**config.mk**
```make
export PLATFORM = sky130hd
export DESIGN_NAME = stp_top
export DESIGN_NICKNAME = d
export VERILOG_FILES = /design/src/design/stp_pkg.sv /design/src/design/stp_top.sv /design/src/design/stp_tick_sync.sv /design/src/design/stp_frame_tx.sv
export SDC_FILE = /design/constraint.sdc
export NUM_CORES = 1
export LEC_CHECK = 0
export ABC_AREA = 1
export CORE_ASPECT_RATIO = 1.5
export CORE_MARGIN = 5
export CORE_UTILIZATION = 55
export CTS_CLUSTER_DIAMETER = 200
export CTS_CLUSTER_SIZE = 28
export DETAILED_ROUTE_END_ITERATION = 8
export DONT_BUFFER_PORTS = 1
export MAX_ROUTING_LAYER = met4
export PLACE_DENSITY = 0.82
export SYNTH_ARGS = -nofsm -noshare
export SYNTH_HDL_FRONTEND = slang
export SYNTH_SLANG_ARGS = --single-unit
```
**constraint.sdc**
```tcl
create_clock -name mclk -period 3.55 [get_ports mclk]
set_input_delay 0.1775 -clock mclk [delete_from_list [all_inputs] [get_ports mclk]]
set_output_delay 0.1775 -clock mclk [all_outputs]
set_load 0.01 [all_outputs]
```
**src/design/stp_pkg.sv**
```systemverilog
/*
  Constants and types for the single-pin serial test byte transmitter.
  Assumes a 32-bit Avalon-MM byte-addressed register bus on the core clock.
*/
// Contract
// - Frame: start, eight data, even parity, two stops.
// - One serial bit per bit-rate timer overflow.
// - Control write needs first key 0x0007 just before.
// - Second key 0x00B9 right after, else discarded.
// - First data register: bytes one and two.
// - Second data register: bytes three and four.
// - Third data register: bytes five and six.
// - Control bits 4..2 give byte count minus one.
// - Control bits 8..5 nonzero while sending.
// - Control bit 1 resets port; reads zero.
// - Control bit 0 enables, zero stops port.
// - No sending until all selected bytes written.
// - Busy readback differs; idle readback equals written.
package stp_pkg;

  // ----------------------------------------------------------------
  // Register map
  // ----------------------------------------------------------------
  localparam logic [31:0] STP_KEY0_ADDR = 32'hFFFF0880;
  localparam logic [31:0] STP_CTL_ADDR = 32'hFFFF0884;
  localparam logic [31:0] STP_KEY1_ADDR = 32'hFFFF0888;
  localparam logic [31:0] STP_DAT0_ADDR = 32'hFFFF088C;
  localparam logic [31:0] STP_DAT1_ADDR = 32'hFFFF0890;
  localparam logic [31:0] STP_DAT2_ADDR = 32'hFFFF0894;

  localparam logic [15:0] STP_KEY0_VAL = 16'h0007;
  localparam logic [15:0] STP_KEY1_VAL = 16'h00B9;
  localparam logic [15:0] STP_DAT_RST = 16'h0000;
  localparam logic [4:0] STP_CTL_RST = 5'h00;

  // ----------------------------------------------------------------
  // Control fields
  // ----------------------------------------------------------------
  localparam int STP_CTL_EN_BIT = 0;
  localparam int STP_CTL_SRST_BIT = 1;
  localparam int STP_CTL_CNT_LSB = 2;
  localparam int STP_CTL_CNT_MSB = 4;
  localparam int STP_CTL_ST_LSB = 5;
  localparam int STP_CTL_ST_MSB = 8;

  // ----------------------------------------------------------------
  // Frame
  // ----------------------------------------------------------------
  localparam logic [3:0] STP_FRAME_BITS = 4'hC;
  localparam logic [3:0] STP_PARITY_POS = 4'h9;
  localparam logic STP_IDLE_LVL = 1'b1;

  typedef enum logic [1:0] {
    STP_SEQ_IDLE = 2'b01,
    STP_SEQ_SEND = 2'b10
  } stp_seq_t;

  typedef struct packed {
    logic s1;
    logic s2;
    logic s3;
  } stp_sync_t;

  typedef struct packed {
    logic busy;
    logic [3:0] cnt;
    logic [11:0] sh;
    logic pin;
    logic done;
  } stp_frame_t;

  typedef struct packed {
    logic ack;
    logic [31:0] rdata;
    logic armed;
    logic pend;
    logic [4:0] pend_val;
    logic [4:0] ctl;
    logic [2:0][15:0] dat;
    logic [2:0] wmask;
    stp_seq_t seq;
    logic [2:0] idx;
    logic go;
  } stp_main_t;

endpackage : stp_pkg

```
**src/design/stp_top.sv**
```systemverilog
/*
  Serial test byte transmitter: Avalon-MM registers, key guard, byte sequencer.
  Assumes an external timer overflow level and a diagnostic receiver on the pin.
*/
// The Avalon-MM register port was left to the implementer.
`timescale 1ns/1ps
module stp_top (
  input wire logic mclk,
  input wire logic sys_rst,
  input wire logic [31:0] address,
  input wire logic read,
  input wire logic write,
  input wire logic [31:0] writedata,
  output logic [31:0] readdata,
  output logic waitrequest,
  input wire logic timer_overflow,
  output logic serial_test_port_out
);

  stp_pkg::stp_main_t r;
  stp_pkg::stp_main_t next_r;

  logic tick;
  logic f_busy;
  logic f_done;
  logic f_pin;
  logic acc_wr;
  logic [2:0] cnt_code;
  logic [1:0] last_reg;
  logic [3:0] st_bits;
  logic [15:0] ctl_read;
  logic [7:0] cur_byte;
  logic [15:0] cur_word;
  logic commit;

  // ----------------------------------------------------------------
  // Leaf blocks
  // ----------------------------------------------------------------
  stp_tick_sync u_sync (
    .mclk(mclk),
    .sys_rst(sys_rst),
    .ovf_in(timer_overflow),
    .tick(tick)
  );

  stp_frame_tx u_frame (
    .mclk(mclk),
    .sys_rst(sys_rst),
    .tick(tick),
    .start(r.go),
    .abort(r.seq == stp_pkg::STP_SEQ_IDLE),
    .tx_byte(cur_byte),
    .busy(f_busy),
    .done(f_done),
    .pin(f_pin)
  );

  // ----------------------------------------------------------------
  // Derived values
  // ----------------------------------------------------------------
  assign cnt_code = r.ctl[stp_pkg::STP_CTL_CNT_MSB:stp_pkg::STP_CTL_CNT_LSB];
  assign last_reg = cnt_code[2:1];
  assign st_bits = (r.seq == stp_pkg::STP_SEQ_SEND) ? {1'b0, r.idx} + 4'h1 : 4'h0;
  assign ctl_read = {7'h00, st_bits, r.ctl};
  assign cur_word = r.dat[r.idx[2:1]];
  assign cur_byte = r.idx[0] ? cur_word[15:8] : cur_word[7:0];
  assign acc_wr = write && r.ack;
  assign commit = acc_wr && address == stp_pkg::STP_KEY1_ADDR
    && writedata[15:0] == stp_pkg::STP_KEY1_VAL && r.pend;

  assign waitrequest = (read || write) && !r.ack;
  assign readdata = r.rdata;
  assign serial_test_port_out = f_pin;

  // ----------------------------------------------------------------
  // Next state
  // ----------------------------------------------------------------
  always_comb begin
    logic [1:0] wreg;
    logic wdat;
    logic [2:0] need;
    wreg = 2'd0;
    wdat = 1'b0;
    need = 3'b000;
    next_r = r;
    next_r.go = 1'b0;
    next_r.ack = (read || write) && !r.ack;

    // Read mux, answered one cycle after the request
    if (read && !r.ack) begin
      unique case (address)
        stp_pkg::STP_CTL_ADDR: next_r.rdata = {16'h0000, ctl_read};
        stp_pkg::STP_DAT0_ADDR: next_r.rdata = {16'h0000, r.dat[0]};
        stp_pkg::STP_DAT1_ADDR: next_r.rdata = {16'h0000, r.dat[1]};
        stp_pkg::STP_DAT2_ADDR: next_r.rdata = {16'h0000, r.dat[2]};
        default: next_r.rdata = 32'h00000000;
      endcase
    end

    // Write side: key guard and data registers
    if (acc_wr) begin
      next_r.armed = address == stp_pkg::STP_KEY0_ADDR
        && writedata[15:0] == stp_pkg::STP_KEY0_VAL;
      next_r.pend = 1'b0;
      if (address == stp_pkg::STP_CTL_ADDR && r.armed) begin
        next_r.pend = 1'b1;
        next_r.pend_val = writedata[4:0];
      end
      unique case (address)
        stp_pkg::STP_DAT0_ADDR: begin
          wreg = 2'd0;
          wdat = 1'b1;
        end
        stp_pkg::STP_DAT1_ADDR: begin
          wreg = 2'd1;
          wdat = 1'b1;
        end
        stp_pkg::STP_DAT2_ADDR: begin
          wreg = 2'd2;
          wdat = 1'b1;
        end
        default: wdat = 1'b0;
      endcase
      if (wdat) begin
        next_r.dat[wreg] = writedata[15:0];
        next_r.wmask[wreg] = 1'b1;
      end
    end

    // Sequencer
    unique case (r.seq)
      stp_pkg::STP_SEQ_IDLE: begin
        need = (last_reg == 2'd0) ? 3'b001 : (last_reg == 2'd1) ? 3'b011 : 3'b111;
        if (wdat && wreg == last_reg && r.ctl[stp_pkg::STP_CTL_EN_BIT]
            && ((next_r.wmask & need) == need)) begin
          next_r.seq = stp_pkg::STP_SEQ_SEND;
          next_r.idx = 3'd0;
          next_r.go = 1'b1;
          next_r.wmask = 3'b000;
        end
      end
      stp_pkg::STP_SEQ_SEND: begin
        if (f_done) begin
          if (r.idx == cnt_code) begin
            next_r.seq = stp_pkg::STP_SEQ_IDLE;
            next_r.idx = 3'd0;
          end else begin
            next_r.idx = r.idx + 3'd1;
            next_r.go = 1'b1;
          end
        end
      end
      default: begin
        next_r.seq = stp_pkg::STP_SEQ_IDLE;
        next_r.idx = 3'd0;
      end
    endcase

    // Committed control write
    if (commit) begin
      if (r.pend_val[stp_pkg::STP_CTL_SRST_BIT]) begin
        next_r.ctl = stp_pkg::STP_CTL_RST;
        next_r.dat = {3{stp_pkg::STP_DAT_RST}};
        next_r.wmask = 3'b000;
        next_r.seq = stp_pkg::STP_SEQ_IDLE;
        next_r.idx = 3'd0;
        next_r.go = 1'b0;
      end else begin
        next_r.ctl = r.pend_val;
        if (!r.pend_val[stp_pkg::STP_CTL_EN_BIT]) begin
          next_r.seq = stp_pkg::STP_SEQ_IDLE;
          next_r.idx = 3'd0;
          next_r.go = 1'b0;
        end
      end
    end
  end

  // ----------------------------------------------------------------
  // State register
  // ----------------------------------------------------------------
  always_ff @(posedge mclk) begin
    if (sys_rst) begin
      r <= '{ack: 1'b0, rdata: 32'h00000000, armed: 1'b0, pend: 1'b0,
             pend_val: 5'h00, ctl: stp_pkg::STP_CTL_RST,
             dat: {3{stp_pkg::STP_DAT_RST}}, wmask: 3'b000,
             seq: stp_pkg::STP_SEQ_IDLE, idx: 3'd0, go: 1'b0};
    end else begin
      r <= next_r;
    end
  end

  // ----------------------------------------------------------------
  // Checks
  // ----------------------------------------------------------------
  ctl_only_commit_a: assert property (@(posedge mclk) disable iff (sys_rst)
    (r.ctl != $past(r.ctl)) |-> $past(commit))
    else $error("control changed without key sequence");

  pend_needs_key_a: assert property (@(posedge mclk) disable iff (sys_rst)
    $rose(r.pend) |-> $past(r.armed))
    else $error("control write taken without first key");

  soft_reset_a: assert property (@(posedge mclk) disable iff (sys_rst)
    (commit && r.pend_val[1]) |=> (ctl_read == 16'h0000 && r.dat[0] == 16'h0000))
    else $error("soft reset left state");

  state_bits_a: assert property (@(posedge mclk) disable iff (sys_rst)
    $fell(serial_test_port_out) |-> $past(st_bits != 4'h0))
    else $error("pin active while state bits zero");

  key_commit_a: assert property (@(posedge mclk) disable iff (sys_rst)
    (commit && !r.pend_val[stp_pkg::STP_CTL_SRST_BIT]) |=> (r.ctl == $past(r.pend_val)))
    else $error("keyed control value not applied");

  off_stays_idle_a: assert property (@(posedge mclk) disable iff (sys_rst)
    (!r.ctl[stp_pkg::STP_CTL_EN_BIT] && r.seq == stp_pkg::STP_SEQ_IDLE)
    |=> (r.seq == stp_pkg::STP_SEQ_IDLE))
    else $error("sending began while disabled");

  frame_follows_go_a: assert property (@(posedge mclk) disable iff (sys_rst)
    r.go |=> f_busy)
    else $error("frame did not start on go");

  start_on_data_a: assert property (@(posedge mclk) disable iff (sys_rst)
    $rose(r.seq == stp_pkg::STP_SEQ_SEND) |-> $past(acc_wr && r.ctl[0] && !commit))
    else $error("send began without data write");

  byte_advance_a: assert property (@(posedge mclk) disable iff (sys_rst)
    (r.seq == stp_pkg::STP_SEQ_SEND && f_done && r.idx != cnt_code && !commit)
    |=> (r.go && r.idx == $past(r.idx) + 3'd1))
    else $error("byte index did not advance");

  finish_idle_a: assert property (@(posedge mclk) disable iff (sys_rst)
    (r.seq == stp_pkg::STP_SEQ_SEND && f_done && r.idx == cnt_code)
    |=> (r.seq == stp_pkg::STP_SEQ_IDLE && ctl_read == {11'h000, r.ctl}))
    else $error("readback not restored after send");

  idle_pin_high_a: assert property (@(posedge mclk) disable iff (sys_rst)
    (r.seq == stp_pkg::STP_SEQ_IDLE && $past(r.seq == stp_pkg::STP_SEQ_IDLE))
    |-> (!f_busy && serial_test_port_out))
    else $error("pin not idle high");

endmodule : stp_top

```
**src/design/stp_tick_sync.sv**
```systemverilog
/*
  Two-flop synchroniser for the bit-rate timer overflow, with rising-edge pulse.
  Assumes the overflow level may come from outside the core clock domain.
*/
`timescale 1ns/1ps
module stp_tick_sync (
  input wire logic mclk,
  input wire logic sys_rst,
  input wire logic ovf_in,
  output logic tick
);

  stp_pkg::stp_sync_t r;
  stp_pkg::stp_sync_t next_r;

  // ----------------------------------------------------------------
  // Sync chain
  // ----------------------------------------------------------------
  always_comb begin
    next_r.s1 = ovf_in;
    next_r.s2 = r.s1;
    next_r.s3 = r.s2;
  end

  always_ff @(posedge mclk) begin
    if (sys_rst) begin
      r <= '0;
    end else begin
      r <= next_r;
    end
  end

  assign tick = r.s2 & ~r.s3;

endmodule : stp_tick_sync

```
**src/design/stp_frame_tx.sv**
```systemverilog
/*
  One 12-bit serial frame shifter, one bit per tick.
  Assumes start is a single-cycle pulse given only while not busy.
*/
`timescale 1ns/1ps
module stp_frame_tx (
  input wire logic mclk,
  input wire logic sys_rst,
  input wire logic tick,
  input wire logic start,
  input wire logic abort,
  input wire logic [7:0] tx_byte,
  output logic busy,
  output logic done,
  output logic pin
);

  stp_pkg::stp_frame_t r;
  stp_pkg::stp_frame_t next_r;

  // ----------------------------------------------------------------
  // Shifter
  // ----------------------------------------------------------------
  always_comb begin
    next_r = r;
    next_r.done = 1'b0;
    if (abort) begin
      next_r.busy = 1'b0;
      next_r.pin = stp_pkg::STP_IDLE_LVL;
    end else if (start && !r.busy) begin
      next_r.busy = 1'b1;
      next_r.cnt = 4'h0;
      next_r.sh = {2'b11, ^tx_byte, tx_byte, ~stp_pkg::STP_IDLE_LVL};
    end else if (r.busy && tick) begin
      if (r.cnt == stp_pkg::STP_FRAME_BITS) begin
        next_r.busy = 1'b0;
        next_r.done = 1'b1;
        next_r.pin = stp_pkg::STP_IDLE_LVL;
      end else begin
        next_r.pin = r.sh[0];
        next_r.sh = {1'b1, r.sh[11:1]};
        next_r.cnt = r.cnt + 4'h1;
      end
    end
  end

  always_ff @(posedge mclk) begin
    if (sys_rst) begin
      r <= '{busy: 1'b0, cnt: 4'h0, sh: 12'hFFF, pin: 1'b1, done: 1'b0};
    end else begin
      r <= next_r;
    end
  end

  assign busy = r.busy;
  assign done = r.done;
  assign pin = r.pin;

  // ----------------------------------------------------------------
  // Checks
  // ----------------------------------------------------------------
  start_bit_low_a: assert property (@(posedge mclk) disable iff (sys_rst)
    (r.busy && tick && !abort && r.cnt == 4'h0) |=> (r.pin == 1'b0))
    else $error("start bit not low");

  stop_bits_high_a: assert property (@(posedge mclk) disable iff (sys_rst)
    (r.busy && tick && !abort && r.cnt >= 4'hA) |=> (r.pin == 1'b1))
    else $error("stop bit not high");

  pin_on_tick_a: assert property (@(posedge mclk) disable iff (sys_rst)
    $changed(r.pin) |-> $past(tick || abort))
    else $error("pin moved without tick");

endmodule : stp_frame_tx

```
* Yosys cells after proc, flatten, opt, wreduce, memory -nomap -nowiden
Cells that the tools add are included.
** Word-level totals
- Flip-flop bits (word level) :: 124
- Input bits :: 69
- Output and inout bits :: 34
- Word-level logic and storage cells :: 118
** Cells by class
- $add $sub $neg :: 3
- Order comparisons :: 3
- Equality and inequality tests :: 16
- Muxes and demuxes :: 40
- Bitwise logic cells :: 7
- Reduce and logical (&&, ||, !) cells :: 28
** Operators by type and width (number)
- equality test 32 bit, second input constant :: 6
- 2-to-1 mux 51 bit :: 3
- one-hot mux 16 bit (4 select lines) :: 1
- 2-to-1 mux 57 bit :: 1
- bitwise mux 48 bit :: 1
- 2-to-1 mux 16 bit :: 3
- binary-select mux 16 bit (select 2 bit) :: 1
- demux 16 bit (select 2 bit) :: 1
- 2-to-1 mux 6 bit :: 4
- 2-to-1 mux 19 bit :: 1
- 2-to-1 mux 17 bit :: 1
- equality test 16 x 3 -> 1 bit, second input constant :: 1
- equality test 16 x 8 -> 1 bit, second input constant :: 1
- logical AND 1 bit :: 14
- 2-to-1 mux 3 bit :: 4
- one-hot mux 5 bit (2 select lines) :: 1
- 2-to-1 mux 9 bit :: 1
- 2-to-1 mux 1 bit :: 8
- 2-to-1 mux 8 bit :: 1
- XOR reduction 8 bit :: 1
- equality test 3 bit :: 2
- less-than comparator 2 x 3 -> 1 bit, second input constant :: 2
- 2-to-1 mux 2 bit :: 3
- AND reduction 2 bit :: 3
- other kinds (26) :: 32

* Depth between registers and ports, before layout
- Depth in word-level cells :: 18
- Mapped depth :: 18
- Depth with buffers taken out :: 17

* Cells and area by module
A second synthesis with hierarchy kept.
** Second synthesis, totals
- Cells, all modules :: 832
- Area, all modules :: 5793.1 sq um
** By module, submodules not included
- stp_top :: instances 1, cells an instance 672, area an instance 4652.0 sq um, sequential area each 1701.6 sq um
- stp_frame_tx :: instances 1, cells an instance 150, area an instance 1054.8 sq um, sequential area each 380.4 sq um
- stp_tick_sync :: instances 1, cells an instance 10, area an instance 86.3 sq um, sequential area each 60.1 sq um

* Worst setup path before layout
No wires, ideal clock.
- Path kind :: reg2reg
- Start :: reg r[4] (netlist name)
- End :: reg u_frame.r[10] (netlist name)
- Library setup time :: 0.123 ns
- Arrival time :: 1.538 ns
- Required time :: 3.427 ns
- Setup slack :: 1.889 ns
- Stages on the path, launching flop included :: 11
- Buffers on the path :: 2
- Period minus slack after synthesis :: 1.661 ns
- Cells stage by stage :: dfxtp_1 > ha_1 > clkbuf_1 > inv_1 > o21ai_1 > nor2_2 > a21oi_2 > inv_1 > buf_4 > a21oi_1 > o21ai_0
** Between the ends
- Longest elaborated chain between the ends :: 3
** Ends and longest elaborated chain
- start: declaration :: line stp_top.sv:20 : stp_pkg::stp_main_t r;
- start signal: assignment :: line stp_top.sv:184 : r <= '{ack: 1'b0, rdata: 32'h00000000, armed: 1'b0, pend: 1'b0,
- start signal: assignment :: line stp_top.sv:189 : r <= next_r;
- equality test 2 x 1 -> 1 bit :: line stp_top.sv:51 : .abort(r.seq == stp_pkg::STP_SEQ_IDLE),
- inverter 1 bit (no line)
- AND reduction 3 bit (no line)
- end signal: assignment :: line stp_frame_tx.sv:49 : r <= '{busy: 1'b0, cnt: 4'h0, sh: 12'hFFF, pin: 1'b1, done: 1'b0};
- end signal: assignment :: line stp_frame_tx.sv:51 : r <= next_r;
- end: declaration :: line stp_frame_tx.sv:18 : stp_pkg::stp_frame_t r;
No other way between the ends.
A chain may end at the register's enable or synchronous reset.

* Worst setup path after layout
- Start :: reg r[1] (netlist name)
- End :: reg u_frame.r[11] (netlist name)
** Between the ends
- Longest elaborated chain between the ends :: 3
** Ends and longest elaborated chain
- 2-to-1 mux 8 bit :: line stp_top.sv:66 : assign cur_byte = r.idx[0] ? cur_word[15:8] : cur_word[7:0];
- XOR reduction 8 bit :: line stp_frame_tx.sv:33 : next_r.sh = {2'b11, ^tx_byte, tx_byte, ~stp_pkg::STP_IDLE_LVL};
- 2-to-1 mux 17 bit :: line stp_frame_tx.sv:30 : end else if (start && !r.busy) begin
No other way between the ends.

==> results.py <==
metrics = {
    "setup_path": {
        "crit_path_start_kind": "flip-flop",
        "cpMostUsedCell": "nand2_1",
        "endpoint_kind": "flip-flop",
        "crit_type": "flip-flop to flip-flop",
        "required_ns": 3.79,
        "arrival_ns": 2.45,
        "crit_chain": "buf_4 > clkinv_1 > nand2_1 > nand2_1 > nor2_1 > nand2_1 > nand2_1 > nand2_1 > nand2_1 > nand2_1 > nand3_1 > nand2_1 > nand2_1 > nand2_1",
        "cp_num_buf_inv": 2,
        "cp_max_fo": 22,
        "critPathSlowestCell": "clkinv_1",
        "cpPeakStageDelay_ns": 0.44,
        "cp_top_family": "simple AND/OR/NAND/NOR gates",
    },
    "pwr": {
        "power.density_mw_per_mm2": 382,
        "irDropWorstVdd_mv": 0.237,
        "leakage_uw": 0.00260,
    },
    "clock_network": {
        "post-cts-setup-buffers": 0,
        "cts_tree": "done",
        "numCtsBuffers": 9,
        "insertion_delay_ns": 0.35,
        "cts_root_buf": "clkbuf_16",
        "cts_num_sinks": 107,
        "htreeDepth": 3,
        "cts_resized": 0,
        "cts_hold_buf": 2,
        "cts_buffer_depth": 2,
        "clk_pin_slew_ns": 0.07,
    },
    "worst_hold_path": {
        "min_path_type": "primary input to flip-flop",
    },
    "route": {
        "drc": 0,
        "via_count": 5688,
        "dr.pass1.iters": 6,
        "initialDrtViolationCount": 512,
        "routed_via_density": 5.57,
        "drt_wl_total_mm": 15.5,
        "wl_per_cell_um": 15.2,
        "detail-route-antenna-nets": 0,
    },
    "die": {
        "die_w_um": 95.2,
        "die_height_um": 138,
        "initial_utilization_pct": 56.3,
        "die_area_mm2": 0.0131,
        "core-area_mm2": 0.0106,
        "rows": 46,
        "pin_count": 103,
    },
    "cells_and_area": {
        "area_delta_synth_final_pct": 3.15,
        "final_common_cell": "nand2_1",
        "final_nets": 947,
        "fill_cells": 1038,
        "final_cell_mix": "nand2_1, inv_1, dfxtp_1, nor2_1, a21oi_1",
        "n_antenna_cell": 0,
        "drive_gt1_share_pct": 6.72,
        "design_area_mm2": 0.00618,
    },
    "global_route": {
        "antenna_found_initial": 0,
        "track_usage_pct": 25.3,
        "grt_pass1_wl_mm": 25.1,
        "grt_pass1_vias": 5364,
        "overflow": 0,
        "grt_max_degree": 35,
    },
    "logic_synthesis": {
        "syn_area_per_cell_um2": 6.61,
        "synth_cell_types": 44,
        "yosys_warnings": 0,
        "synthCells": 906,
        "async_reset_ff_share_pct": 0,
        "syn_area_mm2": 0.00599,
        "synth-seq-cells": 107,
        "ys_seq_area_share_pct": 35.8,
        "yosys_most_used_dff": "dfxtp_1",
        "synth_edf_count": 0,
    },
    "placed_design": {
        "hpwl_mm": 11.6,
        "dpl_cell_area_mm2": 0.00583,
        "gp_congestion": 0.980,
        "port_buffers": 0,
    },
    "timing": {
        "max_freq_mhz": 453,
        "rsz0062_at_grt": "no",
        "slew-limit-headroom_pct": 48.1,
        "finClkSkew_ns": 0.00628,
        "fin_crit_sh_pct": 62.2,
        "finalSetupTns_ns": 0,
        "period_needed_ns": 2.21,
        "maxSlewViolCount": 0,
        "setup_viol": 0,
        "hold_viol_final": 0,
        "worst_slew_pin_slew_ns": 0.776,
    },
    "job": {
        "cap_viol_max_count": 0,
    },
    "outcome": {
        "status": "complete, no violations",
    },
}
stage by stage:
stage	total power (uW)	utilization (%)	hold slack, ns	setup slack [ns]	instances
final	2360	58.0	0.0269	1.34	1022
after global routing	2420	58.0	0.0414	1.06	1022
after CTS	2360	58.0	0.0199	1.42	1022
after detailed placement	1310	54.7	0.253	1.22	1004
after global placement	1310	54.7	0.251	1.30	1004
after floorplan	1310	-	0.284	1.89	921
Yosys cell counts, types with 7 or more instances:
cell type / n / area share (%)
o21ai_0: 62 / 5.2
nand2_2: 7 / 0.73
dfxtp_1: 107 / 36
buf_2: 14 / 1.2
a21oi_2: 7 / 1.0
clkbuf_1: 9 / 0.56
buf_4: 38 / 4.8
nor2_1: 88 / 5.5
nand2_1: 229 / 14
nand3_1: 33 / 2.8
inv_1: 113 / 7.1
o22ai_1: 13 / 1.4
a21oi_1: 79 / 6.6
o21ai_1: 10 / 0.84
nand4_1: 19 / 2.0
nor3_1: 7 / 0.58
cell families (layout without fill, tap and decap cells):
family	Yosys count	count (layout)	share of synthesized area, %
compound gates	200	200	18.9
xor+xnor	4	4	0.585
fa+ha+maj	5	5	1.04
buf+inv	187	144	15.0
flops	107	107	35.8
other cells	1	16	0.0626
simple gates	402	402	28.7
state kept, by name, indices dropped and copies added, names as in the netlist:
name,count
u_frame.r,16
cnt_code,3
u_frame.pin,1
ctl_read,1
r,65
u_frame.busy,1
u_frame.done,1
readdata,16
u_sync.next_r,2
u_sync.r,1
routing by layer:
metal	vias up	wire length, um	part of all wire [%]	global-route usage, %
met1	2549	6210	40	29.2
met5	-	0	0	-
met2	259	7460	48	41.7
met3	63	1220	7.9	4.59
li1	2817	-	-	-
met4	0	637	4.1	12.7
final cells by class:
type | instances | area [um2] | share of cell area [%]
tap | 144 | 180 | 2.92
inverter | 120 | 450 | 7.29
timing repair buffer | 8 | 75.1 | 1.21
sequential | 107 | 2140 | 34.7
multi-input combinational | 627 | 3010 | 48.7
clock inverter | 3 | 43.8 | 0.709
clock buffer | 13 | 280 | 4.54
worst paths after layout:
check	from	cells after the start	to	slack, ns
setup / recovery	r[1]$_SDFF_PP0_	14	u_frame.r[11]$_SDFFE_PP1P_	1.34
hold / removal	writedata[15]	2	r[24]$_SDFF_PP0_	0.03
setup reg to reg	r[1]$_SDFF_PP0_	14	u_frame.r[11]$_SDFFE_PP1P_	1.34
hold reg to reg	u_sync.next_r[1]$_SDFF_PP0_	2	u_sync.next_r[0]$_SDFF_PP0_	0.40
power breakdown:
part | internal, uW | switching [uW]
clock | 624 | 441
sequential | 1200 | 1.63
combinational | 21.7 | 70.6
Note: power is estimated with default switching activity, not from simulation.
